==> src/mia_pkg.sv <==
// constants for the mapper interrupt aggregator: register indices,
// field positions, reset values and timing counts.
// assumes a single 125 MHz register clock and APB byte address = 4*index.
package mia_pkg;
  localparam int unsigned CLK_PERIOD_NS = 8;
  // marker silence that declares multiframe loss: two multiframes
  localparam int unsigned LOM_TIME_NS = 1000000;
  localparam int unsigned LOM_CYCLES =
    (LOM_TIME_NS + CLK_PERIOD_NS - 1) / CLK_PERIOD_NS;
  localparam int unsigned PAR_LIMIT = 15;

  localparam int unsigned NUM_TRIBS = 21;
  localparam int unsigned VEC_W = 24;
  localparam int unsigned ALARM_W = 13;
  localparam int unsigned EVT_W = 3;

  localparam logic [5:0] IDX_VERSION = 6'h0a;
  localparam logic [5:0] IDX_CONFIG = 6'h0b;
  localparam logic [5:0] IDX_GLOBAL = 6'h0c;
  localparam logic [5:0] IDX_VEC0 = 6'h0d;
  localparam logic [5:0] IDX_VEC1 = 6'h0e;
  localparam logic [5:0] IDX_VEC2 = 6'h0f;
  localparam logic [5:0] IDX_TRIB_SEL = 6'h10;
  localparam logic [5:0] IDX_TRIB_INTR = 6'h11;
  localparam logic [5:0] IDX_TRIB_STAT = 6'h12;
  localparam logic [5:0] IDX_TRIB_EN = 6'h13;
  localparam logic [5:0] IDX_EVT_STATUS = 6'h14;
  localparam logic [5:0] IDX_EVT_MASK = 6'h15;

  localparam int unsigned CFG_FREEZE_BIT = 3;
  localparam int unsigned CFG_LOM_EN_BIT = 2;
  localparam int unsigned CFG_PAR_EN_BIT = 1;
  localparam int unsigned CFG_MASTER_BIT = 0;
  localparam int unsigned CFG_W = 4;

  localparam int unsigned GLB_LOM_STATE_BIT = 5;
  localparam int unsigned GLB_LOM_IRQ_BIT = 4;
  localparam int unsigned GLB_PAR_IRQ_BIT = 3;
  localparam int unsigned GRP1_LO = 0;
  localparam int unsigned GRP1_HI = 7;
  localparam int unsigned GRP2_LO = 8;
  localparam int unsigned GRP2_HI = 15;
  localparam int unsigned GRP3_LO = 16;
  localparam int unsigned GRP3_HI = 20;

  localparam int unsigned EVT_LOM_BIT = 0;
  localparam int unsigned EVT_PAR_BIT = 1;
  localparam int unsigned EVT_TRIB_BIT = 2;

  localparam logic [CFG_W-1:0] CONFIG_RST = 4'h0;
  localparam logic [ALARM_W-1:0] TRIB_EN_RST = 13'h0000;
  localparam logic [EVT_W-1:0] EVT_MASK_RST = 3'h0;
  localparam logic [4:0] TRIB_SEL_RST = 5'h00;
endpackage

==> src/mia_drop_mon.sv <==
// drop-bus watcher: multiframe start, marker loss and parity mismatches.
// assumes the drop-bus signals are synchronous to pclk.
module mia_drop_mon
  import mia_pkg::*;
#(
  parameter int unsigned LOM_CYCLES_P = LOM_CYCLES,
  parameter bit ODD_PARITY = 1'b0
) (
  input wire logic pclk,
  input wire logic presetn,
  input wire logic [7:0] drop_bus_byte,
  input wire logic drop_bus_parity,
  input wire logic drop_bus_valid,
  input wire logic drop_bus_multiframe_marker,
  input wire logic count_restart,
  output logic mf_tick,
  output logic parity_alarm,
  output logic multiframe_loss_state
);
  localparam int CW = $clog2(LOM_CYCLES_P + 1);
  logic marker_q;
  logic [3:0] par_cnt_q;
  logic [CW-1:0] lom_cnt_q;
  logic mf_start;
  logic mismatch;

  assign mf_start = drop_bus_multiframe_marker & ~marker_q;
  assign mismatch = drop_bus_valid &
    ((^drop_bus_byte ^ ODD_PARITY) != drop_bus_parity);

  always_ff @(posedge pclk or negedge presetn) begin
    if (!presetn) begin
      marker_q <= 1'b0;
      mf_tick <= 1'b0;
    end else begin
      marker_q <= drop_bus_multiframe_marker;
      mf_tick <= mf_start;
    end
  end

  // saturating count gives one alarm at most between restarts (multiframe start or global read)
  always_ff @(posedge pclk or negedge presetn) begin
    if (!presetn) begin
      par_cnt_q <= 4'h0;
      parity_alarm <= 1'b0;
    end else begin
      parity_alarm <= 1'b0;
      if (mf_start || count_restart) begin
        par_cnt_q <= 4'h0;
      end else if (mismatch && par_cnt_q != 4'(PAR_LIMIT)) begin
        par_cnt_q <= par_cnt_q + 4'h1;
        parity_alarm <= (par_cnt_q == 4'(PAR_LIMIT - 1));
      end
    end
  end

  always_ff @(posedge pclk or negedge presetn) begin
    if (!presetn) begin
      lom_cnt_q <= '0;
      multiframe_loss_state <= 1'b0;
    end else if (drop_bus_multiframe_marker) begin
      lom_cnt_q <= '0;
      multiframe_loss_state <= 1'b0;
    end else if (lom_cnt_q == CW'(LOM_CYCLES_P - 1)) begin
      multiframe_loss_state <= 1'b1;
    end else begin
      lom_cnt_q <= lom_cnt_q + CW'(1);
    end
  end

  lom_state_a: assert property (
    @(posedge pclk) disable iff (!presetn)
    drop_bus_multiframe_marker |=> !multiframe_loss_state)
    else $error("loss state set while marker seen");
  lom_raise_a: assert property (
    @(posedge pclk) disable iff (!presetn)
    !drop_bus_multiframe_marker && lom_cnt_q == CW'(LOM_CYCLES_P - 1)
    |=> multiframe_loss_state)
    else $error("loss state not set after marker silence");
  par_count_a: assert property (
    @(posedge pclk) disable iff (!presetn)
    parity_alarm |-> $past(par_cnt_q) == 4'(PAR_LIMIT - 1))
    else $error("parity alarm not on fifteenth mismatch");
  cnt_restart_a: assert property (
    @(posedge pclk) disable iff (!presetn)
    count_restart |=> par_cnt_q == 4'h0)
    else $error("mismatch count not restarted by read");
endmodule

==> src/mia_trib_slot.sv <==
// one tributary's interrupt and status registers with update freeze.
// assumes alarm levels from the tributary detectors, sampled per multiframe.
module mia_trib_slot
  import mia_pkg::*;
#(
  parameter int unsigned AW = ALARM_W
) (
  input wire logic pclk,
  input wire logic presetn,
  input wire logic [AW-1:0] alarm,
  input wire logic [AW-1:0] enable,
  input wire logic mf_tick,
  input wire logic freeze_en,
  input wire logic status_read,
  output logic [AW-1:0] intr_q,
  output logic [AW-1:0] status_q,
  output logic pending
);
  logic frozen_q;
  logic update;

  assign update = mf_tick & ~(freeze_en & frozen_q);
  assign pending = |(intr_q & enable);

  always_ff @(posedge pclk or negedge presetn) begin
    if (!presetn) begin
      intr_q <= '0;
      status_q <= '0;
    end else if (update) begin
      intr_q <= alarm;
      status_q <= alarm;
    end
  end

  // a new enabled interrupt beats a status read in the same cycle
  always_ff @(posedge pclk or negedge presetn) begin
    if (!presetn) begin
      frozen_q <= 1'b0;
    end else if (update && freeze_en && |(alarm & enable)) begin
      frozen_q <= 1'b1;
    end else if (status_read) begin
      frozen_q <= 1'b0;
    end
  end

  freeze_hold_a: assert property (
    @(posedge pclk) disable iff (!presetn)
    frozen_q && freeze_en |=> $stable(intr_q) && $stable(status_q))
    else $error("frozen tributary registers changed");
  slot_update_a: assert property (
    @(posedge pclk) disable iff (!presetn)
    mf_tick && !freeze_en
    |=> intr_q == $past(alarm) && status_q == $past(alarm))
    else $error("unfrozen tributary missed its multiframe update");
endmodule

==> src/mia_top.sv <==
// interrupt configuration and aggregation for a 21-tributary mapper,
// with an APB slave for its registers.
// assumes drop-bus and tributary alarm inputs synchronous to pclk.
module mia_top
  import mia_pkg::*;
#(
  parameter int unsigned LOM_CYCLES_P = LOM_CYCLES,
  // arbitrary version value
  parameter logic [7:0] VERSION_CODE = 8'h5a
) (
  input wire logic pclk,
  input wire logic presetn,
  input wire logic psel,
  input wire logic penable,
  input wire logic pwrite,
  input wire logic [7:0] paddr,
  input wire logic [31:0] pwdata,
  output logic [31:0] prdata,
  output logic pready,
  output logic pslverr,
  input wire logic [7:0] drop_bus_byte,
  input wire logic drop_bus_parity,
  input wire logic drop_bus_valid,
  input wire logic drop_bus_multiframe_marker,
  input wire logic [NUM_TRIBS-1:0][ALARM_W-1:0] trib_alarm,
  output logic int_n,
  output logic irq
);
  logic [CFG_W-1:0] config_q;
  logic [4:0] trib_sel_q;
  logic [ALARM_W-1:0] trib_en_q;
  logic [EVT_W-1:0] evt_status_q;
  logic [EVT_W-1:0] evt_mask_q;
  logic lom_irq_q;
  logic par_irq_q;
  logic lom_state_q;
  logic any_pend_q;

  logic setup;
  logic access;
  logic wr_done;
  logic rd_done;
  logic [5:0] idx;
  logic [31:0] rd_word;
  logic rd_err;
  logic glb_rd;
  logic stat_rd;

  logic mf_tick;
  logic parity_alarm;
  logic lom_state;
  logic lom_set;
  logic any_pend;
  logic [2:0] groups;
  logic [VEC_W-1:0] vector;
  logic [EVT_W-1:0] evt_set;
  logic [NUM_TRIBS-1:0] pend;
  logic [NUM_TRIBS-1:0][ALARM_W-1:0] intr_v;
  logic [NUM_TRIBS-1:0][ALARM_W-1:0] stat_v;
  logic [ALARM_W-1:0] sel_intr;
  logic [ALARM_W-1:0] sel_stat;
  logic sel_ok;

  assign idx = paddr[7:2];
  assign setup = psel & ~penable;
  assign access = psel & penable & pready;
  assign wr_done = access & pwrite & ~pslverr;
  assign rd_done = access & ~pwrite & ~pslverr;
  assign glb_rd = rd_done & (idx == IDX_GLOBAL);
  assign stat_rd = rd_done & (idx == IDX_TRIB_STAT);

  mia_drop_mon #(
    .LOM_CYCLES_P(LOM_CYCLES_P),
    .ODD_PARITY(1'b0)
  ) u_drop_mon (
    .pclk(pclk),
    .presetn(presetn),
    .drop_bus_byte(drop_bus_byte),
    .drop_bus_parity(drop_bus_parity),
    .drop_bus_valid(drop_bus_valid),
    .drop_bus_multiframe_marker(drop_bus_multiframe_marker),
    .count_restart(glb_rd),
    .mf_tick(mf_tick),
    .parity_alarm(parity_alarm),
    .multiframe_loss_state(lom_state)
  );

  genvar gi;
  generate
    for (gi = 0; gi < NUM_TRIBS; gi++) begin : g_trib
      mia_trib_slot #(
        .AW(ALARM_W)
      ) u_slot (
        .pclk(pclk),
        .presetn(presetn),
        .alarm(trib_alarm[gi]),
        .enable(trib_en_q),
        .mf_tick(mf_tick),
        .freeze_en(config_q[CFG_FREEZE_BIT]),
        .status_read(stat_rd && trib_sel_q == 5'(gi)),
        .intr_q(intr_v[gi]),
        .status_q(stat_v[gi]),
        .pending(pend[gi])
      );
    end
  endgenerate

  assign sel_ok = trib_sel_q < 5'(NUM_TRIBS);
  assign sel_intr = sel_ok ? intr_v[trib_sel_q] : '0;
  assign sel_stat = sel_ok ? stat_v[trib_sel_q] : '0;

  assign vector = {{(VEC_W - NUM_TRIBS){1'b0}}, pend};
  assign groups[2] = |pend[GRP3_HI:GRP3_LO];
  assign groups[1] = |pend[GRP2_HI:GRP2_LO];
  assign groups[0] = |pend[GRP1_HI:GRP1_LO];
  assign any_pend = |pend;
  assign lom_set = lom_state & ~lom_state_q;

  // read data of the addressed word; unmapped or unaligned is an error
  always_comb begin
    rd_word = 32'h0000_0000;
    rd_err = 1'b0;
    if (paddr[1:0] != 2'b00) begin
      rd_err = 1'b1;
    end else begin
      case (idx)
        IDX_VERSION: rd_word[7:0] = VERSION_CODE;
        IDX_CONFIG: rd_word[CFG_W-1:0] = config_q;
        IDX_GLOBAL: begin
          rd_word[GLB_LOM_STATE_BIT] = lom_state_q;
          rd_word[GLB_LOM_IRQ_BIT] = lom_irq_q;
          rd_word[GLB_PAR_IRQ_BIT] = par_irq_q;
          rd_word[2:0] = groups;
        end
        IDX_VEC0: rd_word[7:0] = vector[7:0];
        IDX_VEC1: rd_word[7:0] = vector[15:8];
        IDX_VEC2: rd_word[7:0] = vector[23:16];
        IDX_TRIB_SEL: rd_word[4:0] = trib_sel_q;
        IDX_TRIB_INTR: rd_word[ALARM_W-1:0] = sel_intr;
        IDX_TRIB_STAT: rd_word[ALARM_W-1:0] = sel_stat;
        IDX_TRIB_EN: rd_word[ALARM_W-1:0] = trib_en_q;
        IDX_EVT_STATUS: rd_word[EVT_W-1:0] = evt_status_q;
        IDX_EVT_MASK: rd_word[EVT_W-1:0] = evt_mask_q;
        default: rd_err = 1'b1;
      endcase
    end
  end

  // one wait-free access phase: data are ready when penable rises
  always_ff @(posedge pclk or negedge presetn) begin
    if (!presetn) begin
      pready <= 1'b0;
      pslverr <= 1'b0;
      prdata <= 32'h0000_0000;
    end else begin
      pready <= setup;
      if (setup) begin
        pslverr <= rd_err;
        prdata <= pwrite ? 32'h0000_0000 : rd_word;
      end else if (access) begin
        pslverr <= 1'b0;
      end
    end
  end

  // read-only words quietly ignore writes
  always_ff @(posedge pclk or negedge presetn) begin
    if (!presetn) begin
      config_q <= CONFIG_RST;
      trib_sel_q <= TRIB_SEL_RST;
      trib_en_q <= TRIB_EN_RST;
      evt_mask_q <= EVT_MASK_RST;
    end else if (wr_done) begin
      case (idx)
        IDX_CONFIG: config_q <= pwdata[CFG_W-1:0];
        IDX_TRIB_SEL: trib_sel_q <= pwdata[4:0];
        IDX_TRIB_EN: trib_en_q <= pwdata[ALARM_W-1:0];
        IDX_EVT_MASK: evt_mask_q <= pwdata[EVT_W-1:0];
        default: ;
      endcase
    end
  end

  // a new alarm in the cycle of the clearing read is kept
  always_ff @(posedge pclk or negedge presetn) begin
    if (!presetn) begin
      lom_state_q <= 1'b0;
      lom_irq_q <= 1'b0;
      par_irq_q <= 1'b0;
    end else begin
      lom_state_q <= lom_state;
      if (lom_set) begin
        lom_irq_q <= 1'b1;
      end else if (glb_rd) begin
        lom_irq_q <= 1'b0;
      end
      if (parity_alarm) begin
        par_irq_q <= 1'b1;
      end else if (glb_rd) begin
        par_irq_q <= 1'b0;
      end
    end
  end

  assign evt_set[EVT_LOM_BIT] = lom_set;
  assign evt_set[EVT_PAR_BIT] = parity_alarm;
  assign evt_set[EVT_TRIB_BIT] = any_pend & ~any_pend_q;

  always_ff @(posedge pclk or negedge presetn) begin
    if (!presetn) begin
      any_pend_q <= 1'b0;
      evt_status_q <= '0;
    end else begin
      any_pend_q <= any_pend;
      if (wr_done && idx == IDX_EVT_STATUS) begin
        evt_status_q <= (evt_status_q & ~pwdata[EVT_W-1:0]) | evt_set;
      end else begin
        evt_status_q <= evt_status_q | evt_set;
      end
    end
  end

  // pin is held high through reset so no interrupt leaks out early
  always_ff @(posedge pclk or negedge presetn) begin
    if (!presetn) begin
      int_n <= 1'b1;
      irq <= 1'b0;
    end else begin
      int_n <= ~(config_q[CFG_MASTER_BIT] &
        ((config_q[CFG_LOM_EN_BIT] & lom_irq_q) |
         (config_q[CFG_PAR_EN_BIT] & par_irq_q) |
         any_pend));
      irq <= |(evt_status_q & evt_mask_q);
    end
  end

  int_master_a: assert property (
    @(posedge pclk) disable iff (!presetn)
    !config_q[CFG_MASTER_BIT] |=> int_n)
    else $error("interrupt pin low with master enable off");
  lom_gate_a: assert property (
    @(posedge pclk) disable iff (!presetn)
    config_q[CFG_MASTER_BIT] && config_q[CFG_LOM_EN_BIT] && lom_irq_q
    |=> !int_n)
    else $error("enabled loss interrupt did not drive pin");
  par_gate_a: assert property (
    @(posedge pclk) disable iff (!presetn)
    config_q[CFG_MASTER_BIT] && config_q[CFG_PAR_EN_BIT] && par_irq_q
    |=> !int_n)
    else $error("enabled parity interrupt did not drive pin");
  int_release_a: assert property (
    @(posedge pclk) disable iff (!presetn)
    !any_pend && !(config_q[CFG_LOM_EN_BIT] && lom_irq_q) &&
    !(config_q[CFG_PAR_EN_BIT] && par_irq_q) |=> int_n)
    else $error("interrupt pin low with nothing pending");
  int_any_a: assert property (
    @(posedge pclk) disable iff (!presetn)
    config_q[CFG_MASTER_BIT] && any_pend |=> !int_n)
    else $error("pending tributary did not drive pin");
  lom_set_a: assert property (
    @(posedge pclk) disable iff (!presetn)
    lom_set |=> lom_irq_q)
    else $error("loss interrupt not set by alarm");
  lom_clear_a: assert property (
    @(posedge pclk) disable iff (!presetn)
    glb_rd && !lom_set |=> !lom_irq_q)
    else $error("loss interrupt not cleared by read");
  par_set_a: assert property (
    @(posedge pclk) disable iff (!presetn)
    parity_alarm |=> par_irq_q)
    else $error("parity interrupt not set by alarm");
  par_clear_a: assert property (
    @(posedge pclk) disable iff (!presetn)
    glb_rd && !parity_alarm |=> !par_irq_q)
    else $error("parity interrupt not cleared by read");
  version_ro_a: assert property (
    @(posedge pclk) disable iff (!presetn)
    setup && !pwrite && paddr == {IDX_VERSION, 2'b00}
    |=> prdata[7:0] == VERSION_CODE)
    else $error("version word read wrong value");
  ro_write_a: assert property (
    @(posedge pclk) disable iff (!presetn)
    wr_done && idx != IDX_CONFIG |=> $stable(config_q))
    else $error("write to another word changed config");
  glb_state_a: assert property (
    @(posedge pclk) disable iff (!presetn)
    setup && !pwrite && paddr == {IDX_GLOBAL, 2'b00}
    |=> prdata[GLB_LOM_STATE_BIT] == $past(lom_state, 2) &&
    prdata[31:6] == 26'h0)
    else $error("loss state or reserved bits read wrong");
  group_flag_a: assert property (
    @(posedge pclk) disable iff (!presetn)
    setup && !pwrite && paddr == {IDX_GLOBAL, 2'b00}
    |=> prdata[2:0] == $past(groups))
    else $error("group flags do not match pending tributaries");
  vec_low_a: assert property (
    @(posedge pclk) disable iff (!presetn)
    setup && !pwrite && paddr == {IDX_VEC0, 2'b00}
    |=> prdata[7:0] == $past(pend[7:0]))
    else $error("low vector byte wrong");
  vec_mid_a: assert property (
    @(posedge pclk) disable iff (!presetn)
    setup && !pwrite && paddr == {IDX_VEC1, 2'b00}
    |=> prdata[7:0] == $past(pend[15:8]))
    else $error("middle vector byte wrong");
  vec_top_a: assert property (
    @(posedge pclk) disable iff (!presetn)
    setup && !pwrite && paddr == {IDX_VEC2, 2'b00}
    |=> prdata[7:5] == 3'b000 && prdata[4:0] == $past(pend[20:16]))
    else $error("upper vector byte wrong");
  ready_pulse_a: assert property (
    @(posedge pclk) disable iff (!presetn)
    pready |=> !pready)
    else $error("ready held longer than one cycle");
  err_unmapped_a: assert property (
    @(posedge pclk) disable iff (!presetn)
    setup && idx > IDX_EVT_MASK |=> pready && pslverr)
    else $error("unmapped word answered without error");
  // events beat a same-cycle clear; irq trails status by one cycle
  evt_sticky_a: assert property (
    @(posedge pclk) disable iff (!presetn)
    |evt_set |=> (evt_status_q & $past(evt_set)) == $past(evt_set))
    else $error("event lost from status");
  irq_level_a: assert property (
    @(posedge pclk) disable iff (!presetn)
    |(evt_status_q & evt_mask_q) |=> irq)
    else $error("unmasked event did not raise irq");
  irq_quiet_a: assert property (
    @(posedge pclk) disable iff (!presetn)
    !(|(evt_status_q & evt_mask_q)) |=> !irq)
    else $error("irq high with no unmasked event");
endmodule

==> config.mk <==
export PLATFORM = sky130hd
export DESIGN_NAME = mia_top
export DESIGN_NICKNAME = d
export VERILOG_FILES = /design/src/mia_pkg.sv /design/src/mia_drop_mon.sv /design/src/mia_trib_slot.sv /design/src/mia_top.sv
export SDC_FILE = /design/constraint.sdc
export NUM_CORES = 1
export LEC_CHECK = 0
export BUFFER_PORTS_ARGS = -buffer_cell sky130_fd_sc_hd__buf_2
export CAP_MARGIN = 20
export CORE_UTILIZATION = 55
export CTS_BUF_LIST = sky130_fd_sc_hd__clkbuf_8
export DETAILED_ROUTE_END_ITERATION = 10
export PLACE_DENSITY_LB_ADDON = 0.3
export SYNTH_ARGS = -nofsm -noshare
export SYNTH_HDL_FRONTEND = slang
export SYNTH_SLANG_ARGS = --single-unit
==> constraint.sdc <==
create_clock -name pclk -period 3 [get_ports pclk]
set_input_delay 0.75 -clock pclk [delete_from_list [all_inputs] [get_ports pclk]]
set_output_delay 0.75 -clock pclk [all_outputs]
set_load 0.01 [all_outputs]
# Word level (Yosys, flattened, before mapping)
# Cells that the tools add are included.
# totals
elab_cells	455
input_bits	329
ff_bits	387
output_inout_bits	36
# classes
n_eq_ne	37
muxes	69
n_bitwise	135
order_cmp	2
reduce_logical	148
addsub	2
# ops
operator	n
$and A13 B13 Y13	42
$reduce_or A13 Y1	42
$reduce_or A273 Y1	1
$reduce_or A104 Y1	2
$bmux W13 S5	1
$logic_and A1 B1 Y1	65
$reduce_or A65 Y1	1
$and A1 B1 Y1	58
$reduce_bool A2 Y1	27
$mux W1	53
$mux W13	4
$eq A5 B4 Y1 const B	8
$eq A6 B4 Y1 const B	6
$eq A6 B5 Y1 const B	6
$mux W17	2
$pmux W3 S11	1
$not A1 Y1	28
$eq A5 B5 Y1 const B	5
$eq A5 B3 Y1 const B	4
$add A17 B1 Y17 const B	1
$eq A17 B17 Y1 const B	1
$reduce_or A12 Y1	1
$eq A5 B2 Y1 const B	2
$pmux W2 S5	1
other kinds (24)	31

# Depth between registers and ports, before layout
# logic_depth
ltp_word	8
mapped_depth	10
ltp_nobuf	7

# Modules after synthesis
# A second synthesis with hierarchy kept.
# hier_totals
hier_cells	2140
hier_area_um2	24663.7
# by_module_without_submodules
mod	n_inst	seq_area_each_um2	cells_per_inst	area_per_inst_um2
mia_trib_slot	21	350.3	61	755.7
mia_top	1	1227.4	721	7384.6
mia_drop_mon	1	625.6	138	1408.9

# Worst setup path before layout
# OpenSTA, ideal clock, no wires.
# synth_timing
path_type	input to register
from	input paddr[5]
to	register trib_en_q[10]
setup_time_ps	128
n_path_buf	2
arrival_time_ps	2361
required_time_ps	2872
path_slack_ps	511
path_stages	6
cell_sequence	or4b_1 -> clkbuf_1 -> nor2_2 -> nand2_1 -> buf_2 -> mux2_1
# synth_between
elab_chain_len	2
# synth_rtl
item	line_no	text
start: declaration	mia_top.sv:16	input wire logic [7:0] paddr,
$eq A6 B5 Y1	mia_top.sv:174	case (idx)
$reduce_and A2 Y1 (no source line)	n/a	
end signal: assignment	mia_top.sv:177	IDX_TRIB_EN: trib_en_q <= pwdata[ALARM_W-1:0];
end: declaration	mia_top.sv:31	logic [ALARM_W-1:0] trib_en_q;
# Every way passes these cells.
# A chain may end at the register's enable or synchronous reset.

# Worst setup path in the final report
# layout_timing
from	register trib_en_q[0]
to	register int_n
# layout_between
elab_chain_len	5
word_cells_on_any_way	25
classes_between	bitwise (24); reduce/logical (1)
# layout_rtl
item	line_no	text
$and A13 B13 Y13	mia_trib_slot.sv:23	assign pending = |(intr_q & enable);
$reduce_or A273 Y1 *	mia_top.sv:116	assign any_pend = |pend;
$or A1 B1 Y1 *	mia_top.sv:231	(config_q[CFG_PAR_EN_BIT] & par_irq_q) |
$and A1 B1 Y1 *	mia_top.sv:229	int_n <= ~(config_q[CFG_MASTER_BIT] &
$not A1 Y1 *	mia_top.sv:229	
end signal: assignment	mia_top.sv:229	
end: declaration	mia_top.sv:26	output logic int_n,
# Every way passes the cells marked *; elsewhere a longest branch is shown, timed or not.

==> impl_metrics.tcl <==
set metrics [dict create \
    critical_path.max_fanout 20 \
    critPathCaptureType "register" \
    arrival_ps 3360 \
    yosysUniqueCellTypes 69 \
    drtPass1Iterations 10 \
    grt_pass1_wl_mm 112 \
    cp_num_buf_inv 1 \
    vdd_drop_max_mv 0.437 \
    wirelength_mm 76.0 \
    synth_area_um2 19800 \
    placed_cells 2408 \
    antenna_left 0 \
    h-tree-depth 2 \
    drcViolationCount 0 \
    crit_type "reg -> reg" \
    hpwl_mm 55.7 \
    path_cells "buf_4 > a222oi_1 > nand3_1 > nor4_1 > nand4_1 > o41ai_1" \
    cts.sinks 368 \
    fin_setup_tns_ps 0 \
    slowest_stage "dfrtp_2" \
    antenna_found_initial 5 \
    crit_path_start_kind "register" \
    period_share_pct 94.8 \
    r2r_cells 6 \
    die_h_um 192 \
    cts_max_path_buffers 3 \
    grt_pass1_vias 17800 \
    portBuffers 326 \
    worst_hold_slack_ps 64.0 \
    powerDensity_nw_per_um2 548 \
    num_vias 18000 \
    hold_viol_final 0 \
    final_max_slew_viol_count 0 \
    core_area_um2 35500 \
    fin_ws_ps 155 \
    synthCells 1640 \
    max_stage_delay_ps 670 \
    status "completed" \
    synthTopCellsByCount "dfrtp_1, mux2_1, a22oi_1, mux2_2, clkbuf_1" \
    ys_seq_elements 368 \
    yosys.area.top_type_share_pct 46.4 \
    switching_share_pct 28.4 \
    grt_overflow 0 \
    ys.flop_type "dfrtp_1" \
    power_frac_seq_pct 47.4 \
    start_util_pct 55.8 \
    postCtsResizedCells 0 \
    ctsHoldBuffers 0 \
    skew_ps 19.0 \
    clkTransAtPathRegs_ps 70 \
    drv_cap 0 \
    synthToLayoutAreaGrowth_pct 20.6 \
    switching_power_mw 3.72 \
    p_leak_nw 10.3 \
    ys_seq_area_share_pct 46.5 \
    preCtsSetupSlack_ps 218 \
    track_usage_pct 41.6 \
    crit_required_ps 3520 \
    avgSynthCellArea_um2 12.1 \
    vias_per_cell 7.15 \
    post-synth-top-count-cell "dfrtp_1" \
    clockRootBuffer "clkbuf_8" \
    std_cell_rows 69 \
    hold_class "in -> async" \
    grt_max_degree 81 \
    fmax_mhz 352 \
    fin_crit_ps 2840 \
    drive_above_1_share_pct 36.2 \
    finalPower_mw 13.1 \
    io-pin-count 365 \
    wl_per_cell_um 30.2 \
    initialDrtViolationCount 2931 \
    cpLargestDelayFamily "compound AO/OA/AOI/OAI gates" \
    synth_edf_count 0 \
    finalSetupViolations 0 \
    die_w_um 192 \
    finalWeightedCongestion 0.962 \
    die-area_um2 36700 \
    clock_latency_ps 670 \
    combPwrFrac_pct 14.0 \
    cp.depth 6 \
    clkPwrFrac_pct 38.6 \
    worstSetupStartpoint "trib_en_q[0]" \
    yosys.area.top_type "dfrtp_1" \
    numCtsBuffers 59 \
    worst_pin_slew_ps 873 \
    postCtsSetupRepairBufs 0 \
    synthArstFlopShare_pct 100 \
    r2r_start "trib_en_q[0]" \
    yosys_warnings 0 \
    stdcell_count 2521 \
    synth_area_leaders "dfrtp_1, mux2_1, mux4_2, mux2_2, a22oi_1" \
    cts_tree "built" \
    power.internal_mw 9.36 \
    final_nets 2341 \
    relSlewSlack_pct 41.8 \
    grt_setup_unrepaired "false" \
]
[kinds of logic (layout without fill, tap and decap cells)]
logic type	count (synthesis)	after routing	synth area share (%)
compound gates	434	434	16.6
flops	368	368	46.5
mux	367	367	25.2
simple gates	285	285	7.02
buf+inv	166	565	3.68
xor+xnor	16	16	0.778
fa+ha+maj	3	3	0.190
other cells	1	22	0.0189
[registers in the layout, indices dropped and copies added (netlist names), 3 cells and up]
| name | cells |
|---|---|
| g_trib.u_slot.intr_q | 247 |
| g_trib.u_slot.status_q | 26 |
| g_trib.u_slot.frozen_q | 21 |
| u_drop_mon.lom_cnt_q | 17 |
| prdata | 13 |
| trib_en_q | 13 |
| trib_sel_q | 5 |
| config_q | 4 |
| u_drop_mon.par_cnt_q | 4 |
| evt_mask_q | 3 |
| evt_status_q | 3 |
[worst reg2reg max path, stage by stage, from the launching register on]
cell,delay [ps]
dfrtp_2,670
buf_4,310
a222oi_1,320
nand3_1,220
nor4_1,280
nand4_1,360
o41ai_1,550
[worst paths after layout]
| path | to | slack (ps) |
|---|---|---|
| worst min register to register | lom_state_q | 420 |
| worst min-delay path | g_trib[16].u_slot.intr_q[1] | 60 |
| min in group pclk | trib_en_q[7] | 290 |
| worst max register to register | int_n | 160 |
| worst max-delay path | int_n | 160 |
| max in group asynchronous | g_trib[13].u_slot.intr_q[12] | 2040 |
[power groups by stage]
stage / clock, mW / combinational (mW) / sequential [mW]
3_3_place_gp: 0 / 1.72 / 6.21
4_1_cts: 5.07 / 1.79 / 6.16
2_1_floorplan: 0 / 1.04 / 5.92
5_1_grt: 5.29 / 1.93 / 6.22
3_5_place_dp: 0 / 1.78 / 6.24
6_report: 5.04 / 1.83 / 6.21
[per-layer routing]
layer | share of wire (%) | up-vias | GRT usage (%)
li1 | - | 7222 | -
met1 | 36 | 8812 | 55.4
met3 | 14 | 384 | 10.5
met4 | 6.2 | 4 | 23.2
met2 | 44 | 1612 | 62.4
met5 | 0.029 | - | 0
[area by class of cell]
class	count	area (µm²)
fillers	2681	11600
multi-input cells	1124	9920
diodes	3	7.51
inverters	18	67.6
flip-flops and latches	368	9230
repair buffers	438	2670
clock buffers	84	1160
well taps	461	577
clock inverters	25	238
[stage by stage]
stage	util [%]	cell area, µm²
2_1_floorplan	-	19900
4_1_cts	67.2	23900
6_report	67.3	23900
5_1_grt	67.3	23900
3_5_place_dp	63.3	22500
3_3_place_gp	63.3	22500
[cells in the final DEF, fill, tap and decap left out, types with 14 or more instances in the layout]
| master | instances |
|---|---|
| dfrtp_2 | 14 |
| nand3_1 | 63 |
| nor2_1 | 56 |
| nor4_1 | 15 |
| o21ai_1 | 16 |
| nand2_1 | 67 |
| a221oi_1 | 44 |
| conb_1 | 19 |
| a22o_1 | 23 |
| buf_2 | 325 |
| a31oi_1 | 42 |
| a21oi_1 | 21 |
| dfrtp_1 | 352 |
| a222oi_1 | 51 |
| mux4_2 | 76 |
| nor3_1 | 30 |
| a21boi_1 | 21 |
| inv_1 | 25 |
| a22oi_1 | 159 |
| o21ai_0 | 28 |
| buf_12 | 15 |
| mux2_2 | 111 |
| mux2_1 | 179 |
| buf_4 | 97 |
| clkbuf_8 | 84 |
Power figures use the tool's default switching activity.
